**config.mk**
```make
export PLATFORM = sky130hd
export DESIGN_NAME = tmz_timer0
export DESIGN_NICKNAME = d
export VERILOG_FILES = /design/src/hw/tmz_pkg.sv /design/src/hw/tmz_timer0.sv
export VERILOG_INCLUDE_DIRS = /design/src /design/src/hw
export SDC_FILE = /design/constraint.sdc
export NUM_CORES = 1
export LEC_CHECK = 0
export BUFFER_PORTS_ARGS = -buffer_cell sky130_fd_sc_hd__buf_2
export CORE_AREA = 3 3 105 67
export CTS_CLUSTER_SIZE = 12
export DETAILED_ROUTE_END_ITERATION = 6
export DIE_AREA = 0 0 108 70
export GPL_ROUTABILITY_DRIVEN = 0
export HOLD_SLACK_MARGIN = 0.08
export PLACE_DENSITY = 0.73
export SLEW_MARGIN = 40
export SYNTH_ARGS = -nofsm -noshare
export SYNTH_HDL_FRONTEND = slang
export SYNTH_SLANG_ARGS = --single-unit
```
**constraint.sdc**
```tcl
create_clock -name clk -period 3.3 [get_ports clk]
set_input_delay 0.66 -clock clk [delete_from_list [all_inputs] [get_ports clk]]
set_output_delay 0.66 -clock clk [all_outputs]
set_load 0.03 [all_outputs]
```
**src/hw/tmz_defs.svh**
```systemverilog
// Register offsets, field positions, reset values and timing counts of the timer block.
// Assumes inclusion by bare name from the design file and the testbench.
`ifndef TMZ_DEFS_SVH
`define TMZ_DEFS_SVH

// ==================================================================
// Register offsets (byte addresses on the plain register port).
`define TMZ_ADDR_COUNT     8'h01
`define TMZ_ADDR_INTCTL    8'h0b
`define TMZ_ADDR_CONFIG    8'h81
`define TMZ_ADDR_PORTA_DIR 8'h85
`define TMZ_ADDR_CMD       8'hf0

// ==================================================================
// Field positions in the timer config register.
`define TMZ_CFG_RATE_LO    0
`define TMZ_CFG_RATE_HI    2
`define TMZ_CFG_ASSIGN     3
`define TMZ_CFG_EDGE       4
`define TMZ_CFG_SOURCE     5

// Field positions in the interrupt control register.
`define TMZ_IC_FLAG        2
`define TMZ_IC_ENABLE      5

// Command register: bit 0 clears the watchdog, and the shared prescaler when it is assigned to the watchdog.
`define TMZ_CMD_WDT_CLEAR  0

// ==================================================================
// Reset values.
`define TMZ_RST_CONFIG     8'hff
`define TMZ_RST_INTCTL     8'h00
`define TMZ_RST_PORTA_DIR  5'h1f
`define TMZ_RST_COUNT      8'h00

// ==================================================================
// Timing: last oscillator phase of an instruction cycle, write inhibit length.
`define TMZ_PHASES         2'd3
`define TMZ_INHIBIT_CYC    2'd2

`endif

```
**src/hw/tmz_pkg.sv**
```systemverilog
// Types shared by the timer block: register bus request, clock source mode and instruction phase.
// Assumes tmz_defs.svh lies on the include path.
package tmz_pkg;

  // ================================================================
  // Register port request, driven by the CPU side.
  typedef struct packed {
    logic [7:0] addr;
    logic [7:0] wdata;
    logic       wr;
    logic       rd;
  } tmz_req_t;

  // Decoded clock source, kept as a named mode.
  typedef enum logic [0:0] {
    TMZ_MODE_TIMER   = 1'b0,
    TMZ_MODE_COUNTER = 1'b1
  } tmz_mode_t;

  // Instruction phase within one cycle of four oscillator periods.
  typedef enum logic [1:0] {
    TMZ_Q1 = 2'b00,
    TMZ_Q2 = 2'b01,
    TMZ_Q3 = 2'b10,
    TMZ_Q4 = 2'b11
  } tmz_phase_t;

endpackage

```
**src/hw/tmz_timer0.sv**
```systemverilog
// Timer/counter with an 8-bit prescaler shared with the watchdog, behind a plain register port.
// Assumes one 200 MHz clock equals one oscillator period, and that ext_count_clock is synchronous.
`timescale 1ns/1ps
`include "tmz_defs.svh"

module tmz_timer0 #(
  parameter int PRESCALE_BITS = 8
) (
  input  wire logic             clk,
  input  wire logic             rstn,
  input  wire tmz_pkg::tmz_req_t req,
  output logic [7:0]            rdata,
  input  wire logic             sleep,
  input  wire logic             ext_count_clock,
  input  wire logic             wdt_tick_in,
  output logic                  wdt_tick_out,
  output logic                  wdt_clear_out,
  output logic                  overflow_irq,
  output logic [7:0]            timer_count_out,
  output logic [4:0]            port_a_dir_out
);

  // ================================================================
  // Whole module state in one packed struct.
  typedef struct packed {
    logic [7:0]               count;
    logic [7:0]               config_r;
    logic                     flag;
    logic                     irq_en;
    logic [4:0]               ic_other;
    logic [4:0]               porta_dir;
    logic [PRESCALE_BITS-1:0] presc;
    logic [1:0]               inhibit;
    logic [1:0]               phase;
    logic                     ext_q;
    logic                     src_s1;
    logic                     src_s2;
    logic                     src_prev;
    logic [7:0]               rdata;
    logic                     irq;
    logic                     wdt_tick;
    logic                     wdt_clr;
  } tmz_state_t;

  tmz_state_t s_q;
  tmz_state_t s_d;

  // ================================================================
  // Helpers for the prescaler tap and the address decode.

  // Selected prescaler tap for a rate code; ratio 2^(n+1) or 2^n.
  function automatic logic presc_tap(input logic [PRESCALE_BITS-1:0] p, input logic [2:0] n,
                                     input logic timer_side);
    logic [3:0] idx;
    idx = timer_side ? {1'b0, n} : ({1'b0, n} - 4'd1);
    presc_tap = p[idx[2:0]];
  endfunction

  function automatic logic is_addr(input tmz_pkg::tmz_req_t r, input logic [7:0] a);
    is_addr = (r.addr == a);
  endfunction

  // Field decode of the config register.
  tmz_pkg::tmz_mode_t mode;
  logic               edge_fall;
  logic               to_watchdog;
  logic [2:0]         rate;
  assign mode        = tmz_pkg::tmz_mode_t'(s_q.config_r[`TMZ_CFG_SOURCE]);
  assign edge_fall   = s_q.config_r[`TMZ_CFG_EDGE];
  assign to_watchdog = s_q.config_r[`TMZ_CFG_ASSIGN];
  assign rate        = s_q.config_r[`TMZ_CFG_RATE_HI:`TMZ_CFG_RATE_LO];

  // ================================================================
  // Next-state logic.
  logic wr_count;
  logic wr_cmd_clear;
  logic ext_edge;
  logic cycle_tick;
  logic presc_clk;
  logic presc_out;
  logic src_rise;
  logic inc;
  logic [8:0] count_sum;
  logic [PRESCALE_BITS-1:0] wmask;

  always_comb begin
    s_d = s_q;
    wr_count     = req.wr && is_addr(req, `TMZ_ADDR_COUNT);
    wr_cmd_clear = req.wr && is_addr(req, `TMZ_ADDR_CMD) && req.wdata[`TMZ_CMD_WDT_CLEAR];

    // Phase counter, gives Q1..Q4 over four oscillator periods.
    s_d.phase  = sleep ? s_q.phase : s_q.phase + 2'd1;
    cycle_tick = !sleep && (s_q.phase == `TMZ_PHASES);

    // Counting edge, inverted for the falling option.
    s_d.ext_q = ext_count_clock ^ edge_fall;
    ext_edge  = (ext_count_clock ^ edge_fall) && !s_q.ext_q;

    // Prescaler input comes from its single owner.
    if (to_watchdog) begin
      presc_clk = wdt_tick_in;
    end else if (mode == tmz_pkg::TMZ_MODE_COUNTER) begin
      presc_clk = ext_edge; // Driven by external edges ahead of sync.
    end else begin
      presc_clk = cycle_tick;
    end

    // Count writes reset the prescaler when the timer owns it, watchdog clears when the watchdog does.
    if ((wr_count && !to_watchdog) || (wr_cmd_clear && to_watchdog)) begin
      s_d.presc = '0;
    end else if (presc_clk) begin
      s_d.presc = s_q.presc + 1'b1;
    end

    // Tap is a toggling bit, so the divided output is symmetrical.
    presc_out = presc_tap(s_q.presc, rate, !to_watchdog);

    // Counter-mode source: prescaler bit or raw edge-adjusted input.
    if (!to_watchdog) begin
      s_d.src_s1 = presc_out;
    end else begin
      s_d.src_s1 = s_q.ext_q;
    end
    // Sampling only on Q2 and Q4 phases.
    if (s_q.phase == tmz_pkg::TMZ_Q2 || s_q.phase == tmz_pkg::TMZ_Q4) begin
      s_d.src_s2 = s_q.src_s1;
    end
    s_d.src_prev = s_q.src_s2;
    // Edge reaches the count three to five periods after the pin.
    src_rise = s_q.src_s2 && !s_q.src_prev;

    // Timer mode: instruction cycles, or prescaler edges when assigned.
    if (mode == tmz_pkg::TMZ_MODE_TIMER) begin
      if (to_watchdog) begin
        inc = cycle_tick;
      end else begin
        inc = src_rise;
      end
    end else begin
      inc = src_rise;
    end
    if (sleep) begin
      inc = 1'b0;
    end

    // Two-cycle inhibit after a count write.
    if (cycle_tick && s_q.inhibit != 2'd0) begin
      s_d.inhibit = s_q.inhibit - 2'd1;
    end
    count_sum = {1'b0, s_q.count} + 9'd1;
    if (wr_count) begin
      s_d.count   = req.wdata;
      s_d.inhibit = `TMZ_INHIBIT_CYC;
    end else if (inc && s_q.inhibit == 2'd0) begin
      s_d.count = count_sum[7:0];
    end

    // Interrupt control register write; software clears the flag.
    if (req.wr && is_addr(req, `TMZ_ADDR_INTCTL)) begin
      s_d.flag     = req.wdata[`TMZ_IC_FLAG];
      s_d.irq_en   = req.wdata[`TMZ_IC_ENABLE];
      s_d.ic_other = {req.wdata[7:6], req.wdata[4:3], req.wdata[1]};
    end
    // Wrap sets the flag, winning over a same-cycle clear.
    if (!wr_count && inc && s_q.inhibit == 2'd0 && count_sum[8]) begin
      s_d.flag = 1'b1;
    end

    if (req.wr && is_addr(req, `TMZ_ADDR_CONFIG)) begin
      s_d.config_r = req.wdata;
    end
    if (req.wr && is_addr(req, `TMZ_ADDR_PORTA_DIR)) begin
      s_d.porta_dir = req.wdata[4:0];
    end

    s_d.irq = s_d.flag && s_d.irq_en;

    // Watchdog tick: divided when owner, raw otherwise.
    // The tick is the carry out of the low rate bits, so a clear never fakes a tick
    // and the first tick after a clear comes after a full ratio of input ticks.
    wmask        = (PRESCALE_BITS'(1) << rate) - PRESCALE_BITS'(1);
    s_d.wdt_tick = to_watchdog ? (wdt_tick_in && !wr_cmd_clear && ((s_q.presc & wmask) == wmask))
                               : wdt_tick_in;
    s_d.wdt_clr  = wr_cmd_clear;

    // Read mux; prescaler is never visible, unmapped reads zero.
    s_d.rdata = 8'h00;
    if (req.rd) begin
      case (req.addr)
        `TMZ_ADDR_COUNT:     s_d.rdata = s_q.count;
        `TMZ_ADDR_INTCTL:    s_d.rdata = {s_q.ic_other[4:3], s_q.irq_en, s_q.ic_other[2:1], s_q.flag, s_q.ic_other[0],
                                          1'b0};
        `TMZ_ADDR_CONFIG:    s_d.rdata = s_q.config_r;
        `TMZ_ADDR_PORTA_DIR: s_d.rdata = {3'b000, s_q.porta_dir};
        default:             s_d.rdata = 8'h00;
      endcase
    end
  end

  // ================================================================
  // State register with synchronous reset.
  always_ff @(posedge clk) begin
    if (!rstn) begin
      s_q           <= '0;
      s_q.config_r  <= `TMZ_RST_CONFIG;
      s_q.porta_dir <= `TMZ_RST_PORTA_DIR;
      s_q.count     <= `TMZ_RST_COUNT;
      // Reset config counts falling edges, so an idle low pin reads high here.
      // Starting the sync chain high avoids a false count right after reset.
      s_q.ext_q     <= 1'b1;
      s_q.src_s1    <= 1'b1;
      s_q.src_s2    <= 1'b1;
      s_q.src_prev  <= 1'b1;
    end else begin
      s_q <= s_d;
    end
  end

  // Outputs come straight from the state flip-flops.
  assign rdata           = s_q.rdata;
  assign overflow_irq    = s_q.irq;
  assign timer_count_out = s_q.count;
  assign port_a_dir_out  = s_q.porta_dir;
  assign wdt_tick_out    = s_q.wdt_tick;
  assign wdt_clear_out   = s_q.wdt_clr;

  // ================================================================
  // Assertions.
  // Properties using |=> look one edge after their cause; a_irq_masked, a_irq_follows and the edge and sync checks use |-> instead.

  a_flag_on_wrap: assert property (@(posedge clk) disable iff (!rstn)
    (inc && s_q.inhibit == 2'd0 && s_q.count == 8'hff && !wr_count) |=> s_q.flag)
    else $error("overflow did not set the flag");

  a_irq_masked: assert property (@(posedge clk) disable iff (!rstn)
    !s_q.irq_en |-> !overflow_irq)
    else $error("interrupt raised while masked");

  a_irq_follows: assert property (@(posedge clk) disable iff (!rstn)
    overflow_irq |-> (s_q.flag && s_q.irq_en))
    else $error("interrupt raised without flag and enable");

  a_flag_sticky: assert property (@(posedge clk) disable iff (!rstn)
    (s_q.flag && !(req.wr && is_addr(req, `TMZ_ADDR_INTCTL))) |=> s_q.flag)
    else $error("hardware cleared the overflow flag");

  a_write_inhibit: assert property (@(posedge clk) disable iff (!rstn)
    (s_q.inhibit != 2'd0 && !wr_count) |=> $stable(s_q.count))
    else $error("count moved during write inhibit");

  a_write_lands: assert property (@(posedge clk) disable iff (!rstn)
    wr_count |=> (s_q.count == $past(req.wdata) && s_q.inhibit == `TMZ_INHIBIT_CYC))
    else $error("count write did not land or arm the inhibit");

  a_sleep_frozen: assert property (@(posedge clk) disable iff (!rstn)
    (sleep && !wr_count) |=> $stable(s_q.count))
    else $error("count moved in sleep");

  a_sleep_phase: assert property (@(posedge clk) disable iff (!rstn)
    sleep |=> $stable(s_q.phase))
    else $error("phase moved in sleep");

  a_presc_clear_wr: assert property (@(posedge clk) disable iff (!rstn)
    (wr_count && !to_watchdog) |=> s_q.presc == '0)
    else $error("prescaler not cleared by count write");

  a_presc_clear_wdt: assert property (@(posedge clk) disable iff (!rstn)
    (wr_cmd_clear && to_watchdog) |=> s_q.presc == '0)
    else $error("prescaler not cleared by watchdog clear");

  a_presc_owner: assert property (@(posedge clk) disable iff (!rstn)
    (to_watchdog && !wr_cmd_clear) |=> s_q.presc == $past(s_q.presc) + PRESCALE_BITS'($past(wdt_tick_in)))
    else $error("prescaler not driven by the watchdog ticks");

  a_presc_ext: assert property (@(posedge clk) disable iff (!rstn)
    (mode == tmz_pkg::TMZ_MODE_COUNTER && !to_watchdog && ext_edge && !wr_count) |=>
     s_q.presc == $past(s_q.presc) + PRESCALE_BITS'(1))
    else $error("prescaler missed an external edge");

  a_wdt_undivided: assert property (@(posedge clk) disable iff (!rstn)
    !to_watchdog |=> wdt_tick_out == $past(wdt_tick_in))
    else $error("watchdog tick divided without the prescaler");

  a_wdt_rate_one: assert property (@(posedge clk) disable iff (!rstn)
    (to_watchdog && rate == 3'd0) |=> wdt_tick_out == $past(wdt_tick_in && !wr_cmd_clear))
    else $error("watchdog ratio one not passed through");

  a_timer_rate: assert property (@(posedge clk) disable iff (!rstn)
    (mode == tmz_pkg::TMZ_MODE_TIMER && to_watchdog && !sleep && !wr_count && s_q.inhibit == 2'd0 &&
     s_q.phase == 2'd3) |=> s_q.count == $past(s_q.count) + 8'd1)
    else $error("timer mode did not advance once per cycle");

  a_counter_src: assert property (@(posedge clk) disable iff (!rstn)
    (mode == tmz_pkg::TMZ_MODE_COUNTER && !src_rise && !wr_count) |=> $stable(s_q.count))
    else $error("counter mode moved without a synchronised edge");

  a_edge_rise: assert property (@(posedge clk) disable iff (!rstn)
    ($rose(ext_count_clock) && !edge_fall && $stable(edge_fall)) |-> ext_edge)
    else $error("rising edge not detected");

  a_edge_fall: assert property (@(posedge clk) disable iff (!rstn)
    ($fell(ext_count_clock) && edge_fall && $stable(edge_fall)) |-> ext_edge)
    else $error("falling edge not detected");

  a_sample_phase: assert property (@(posedge clk) disable iff (!rstn)
    (s_q.phase == 2'd0 || s_q.phase == 2'd2) |=> $stable(s_q.src_s2))
    else $error("sync sample taken off the sampling phases");

  a_sync_delay: assert property (@(posedge clk) disable iff (!rstn)
    (mode == tmz_pkg::TMZ_MODE_COUNTER && to_watchdog && ext_edge && !sleep) |-> ##[2:5] src_rise)
    else $error("external edge not synchronised in time");

  a_rd_zero: assert property (@(posedge clk) disable iff (!rstn)
    !req.rd |=> rdata == 8'h00)
    else $error("read data outside the read slot");

  a_rd_count: assert property (@(posedge clk) disable iff (!rstn)
    (req.rd && req.addr == `TMZ_ADDR_COUNT) |=> rdata == $past(s_q.count))
    else $error("count read returned the wrong value");

endmodule // tmz_timer0

```
# --- Yosys cells after proc, flatten, opt, wreduce, memory -nomap -nowiden ---
# Index checks and enable logic that the tools add are counted.
op_classes:
  multipliers: 0
  n_bitwise: 3
  eq_ne: 8
  n_addsub: 6
  mux: 17
  shifts: 1
  n_div: 0
  n_reduce_logical: 34
  n_lt_le_gt_ge: 1
ops:
  columns: ["op", "count"]
  rows:
  - ["$pmux 8 s4", 1]
  - ["$eq 8x8->1 const B", 3]
  - ["$logic_and 1x1->1", 19]
  - ["$mux 8", 2]
  - ["$add 8x1->9 const B", 1]
  - ["$mux 1", 9]
  - ["$add 8x1->8 const B", 1]
  - ["$and 8x8->8", 1]
  - ["$eq 8x1->1 const B", 1]
  - ["$eq 8x4->1 const B", 1]
  - ["$eq 8x8->1", 1]
  - ["$shl 1x3->8 const A", 1]
  - ["$sub 8x2->8 const B", 1]
  - ["$mux 7", 1]
  - ["$logic_not 1->1", 6]
  - ["$reduce_bool 2->1", 3]
  - ["$lt 3x4->1 const B", 1]
  - ["$mux 2", 2]
  - ["$reduce_or 2->1", 2]
  - ["$bmux 1 s3", 1]
  - ["$mux 3", 1]
  - ["$sub 3x1->3 const B", 1]
  - ["$add 2x1->2 const B", 1]
  - ["$eq 2x1->1 const B", 1]
  - ["other kinds (7)", 8]
totals:
  mem_bits_rw: 0
  romBits: 0
  latch_bits: 0
  mem_count: 0
  out_inout_bits: 24
  input_bits: 23
  reg_bits: 55

# --- Logic depth before layout (Yosys ltp) ---
depth:
  depth_word: 10
  mapped_depth: 10
  mapped_depth_nobuf: 9

# --- Worst setup path after synthesis ---
# No wires, ideal clock.
synth_timing:
  path_kind: "reg-to-reg"
  from: "reg s_q (netlist bit rate[0])"
  to: "reg s_q (netlist bit wdt_tick_out)"
  setup_ns: 0.101
  path_stages_with_launch: 11
  n_path_buf: 1
  synth_period_minus_slack_ns: 2.280
  arrival_time_ns: 2.179
  t_required_ns: 3.199
  slack_ns: 1.020
  path_cell_list: "dfxtp_1 clkbuf_1 inv_1 ha_1 nand2b_1 ha_1 inv_1 or3_1 a31oi_1 o21ai_0 o41ai_1"
synth_between:
  elab_chain_cells: 6
synth_rtl:
  columns: ["element", "line_no", "rtl"]
  rows:
  - ["start: declaration", "tmz_timer0.sv:45", "tmz_state_t s_q;"]
  - ["$shl 1x3->8 (*)", "tmz_timer0.sv:181", "wmask = (PRESCALE_BITS'(1) << rate) - PRESCALE_BITS'(1);"]
  - ["$sub 8x2->8 (*)", "tmz_timer0.sv:181", null]
  - ["$and 8x8->8", "tmz_timer0.sv:182", "s_d.wdt_tick = to_watchdog ? (wdt_tick_in && !wr_cmd_clear && ((s_q.presc & wmask) == wmask))"]
  - ["$eq 8x8->1 (*)", "tmz_timer0.sv:182", null]
  - ["$logic_and 1x1->1 (*)", "tmz_timer0.sv:182", null]
  - ["$mux 1 (*)", "tmz_timer0.sv:182", null]
# Mark *: on every way between the ends. The rest lies on a longest branch, timed or not.
# A chain may end at the register's enable or synchronous reset.

# --- Worst setup path after layout ---
# Same ends and word-level chain as after synthesis.

==> reports/results.tsv <==
metric	value	unit
outcome	complete, no violations	
rsz0062_at_grt	false	
ys_seq_area_share	36.7	%
clock_latency	0.31	ns
p_int	941	uW
setup_tns	0	ns
cp_data_required_time	3.50	ns
hpwlAfterDp	5350	um
synth_nets	384	
vdd_drop_max	0.245	mV
cts_hold_buf	0	
seqPwrFrac	54.6	%
power_density	385	nW/um^2
drv_slew	0	
worst_pin_slew	0.702	ns
synthFlopType	dfxtp_1	
drive_above_1_share	18.0	%
firstDrtPassIters	4	
ios	47	
synth_most_common_cell	dfxtp_1	
cts-resized-gates	0	
cts_buffer_depth	2	
antenna_found_initial	0	
drtIter0Drc	210	
cts.sinks	55	
yosysUniqueCellTypes	51	
path_class	flop to flop	
avgSynthCellArea	8.55	um^2
ys_top_cells_by_area	dfxtp_1 (37%), mux2i_1 (9.0%), buf_4 (5.3%)	
start_util	49.3	%
grt_pass1_wl	12200	um
ys_warn_count	0	
crit_arrival	2.84	ns
fin_crit_sh	79.9	%
cts_setup_buffers	0	
ys_top_cells_by_count	dfxtp_1 (55), nor2_1 (37), mux2i_1 (27), nand2_1 (24), buf_4 (21)	
leakage	1.42	nW
max_freq	379	MHz
fin_skew	0.00637	ns
avgViaCountPerCell	5.65	
nNetsFinal	404	
cts_tree	done	
drc_errors	0	
wl_per_cell	16.0	um
critPathCaptureType	flop	
root_buffer	clkbuf_8	
core	6080	um^2
setup_viol	0	
n_antenna_cell	0	
port_buffers	46	
maxCapViolCount	0	
final.setup.worst_slack	0.664	ns
area_delta_synth_final	8.34	%
die_h	70	um
rows	22	
crit_path_max_fanout	11	
hold_viol	0	
track_usage	19.9	%
grt_max_degree	20	
power.switching	310	uW
clockPowerShare	37.5	%
async_flop_share	0	%
cts_max_level	2	
synth_area	3000	um^2
post-place-ws	0.669	ns
cts_buffers	5	
synth_edf_count	0	
grt_overflow	0	
power.combinational.fraction	8.0	%
netlist.area_leader.share	36.7	%
path_clk_slew	0.11	ns
syn_inst	351	
dieArea	7560	um^2
min_period	2.64	ns
synth_top_area_cell	dfxtp_1	
synth_seq_cells	55	
final_antenna_net_count	0	
drt_wl_total	7280	um
swShare	24.8	%
startpoint_type	flop	
slew_headroom	52.6	%
die-width	108	um
p_total	1.25	mW
hold_class	flop to flop	
num_vias	2576	
grt_pass1_vias	2463	
## path summary, 6_finish.rpt
path / startpoint / endpoint / slack [ns] / cells past startpoint
worst min-delay path: s_q[13] / s_d[11] / 0.50 / 2
worst max-delay path: rate[0] / wdt_tick_out / 0.66 / 9
worst max register to register: rate[0] / wdt_tick_out / 0.66 / 9
worst min register to register: s_q[13] / s_d[11] / 0.50 / 2
## critical path, stage by stage, from the launching register on
cell,delay [ns]
dfxtp_1,0.60
inv_1,0.15
ha_1,0.32
nand2b_1,0.14
ha_1,0.23
inv_1,0.10
or3_1,0.30
a31oi_1,0.16
o21ai_0,0.10
o41ai_1,0.40
## cells in the final DEF, fill, tap and decap left out, types with 10 or more instances in the layout
| cell | n |
|---|---|
| inv_1 | 13 |
| xnor2_1 | 12 |
| ha_1 | 10 |
| mux2i_1 | 27 |
| a21oi_1 | 17 |
| dfxtp_1 | 55 |
| buf_2 | 46 |
| o21ai_0 | 17 |
| nor2_1 | 37 |
| nand2_1 | 24 |
| nand3_1 | 11 |
## final cells by class
class	count	area (um^2)
tap	84	105
clock inverter	3	46.3
fill	589	2830
sequential	55	1100
multi-input combinational	245	1620
inverter	14	52.6
timing repair buffer	50	260
clock buffer	5	68.8
## layer usage
layer | global-route usage, % | up-vias | share of wire (%)
met5 | 0 | - | 0
met4 | 4.20 | 0 | 0.48
met3 | 4.25 | 6 | 8.3
met2 | 26.4 | 112 | 39
met1 | 32.0 | 1197 | 52
li1 | - | 1261 | -
## stage by stage
step | cell area [um^2] | instances | util, % | hold slack [ns]
5_1_grt | 3250 | 456 | 53.5 | 0.506
2_1_floorplan | 3000 | 351 | - | 0.433
4_1_cts | 3250 | 456 | 53.5 | 0.497
3_3_place_gp | 3140 | 448 | 51.6 | 0.446
3_5_place_dp | 3140 | 448 | 51.6 | 0.470
6_report | 3250 | 456 | 53.5 | 0.500
## sequential cells by signal (all words and copies together) (netlist names), 3 cells and up
signal	flops
port_a_dir_out	5
rate	3
rdata	8
s_q	25
timer_count_out	8
## power groups by stage
stage	Sequential, mW	Clock, mW	Combinational [mW]
2_1_floorplan	0.695	0	0.0657
3_3_place_gp	0.697	0	0.0955
3_5_place_dp	0.698	0	0.0979
4_1_cts	0.683	0.477	0.0985
5_1_grt	0.685	0.506	0.111
6_report	0.683	0.469	0.0995
## cells by family (layout without fill, tap and decap cells)
kind of cell	after synthesis	count (layout)	share of synthesized area, %
xor+xnor	15	15	4.38
fa+ha+maj	10	10	4.17
flops	55	55	36.7
buf+inv	51	72	9.42
simple gates	126	126	21.9
compound gates	64	64	13.0
mux	30	30	10.5
Note: power is estimated with default switching activity, not from simulation.
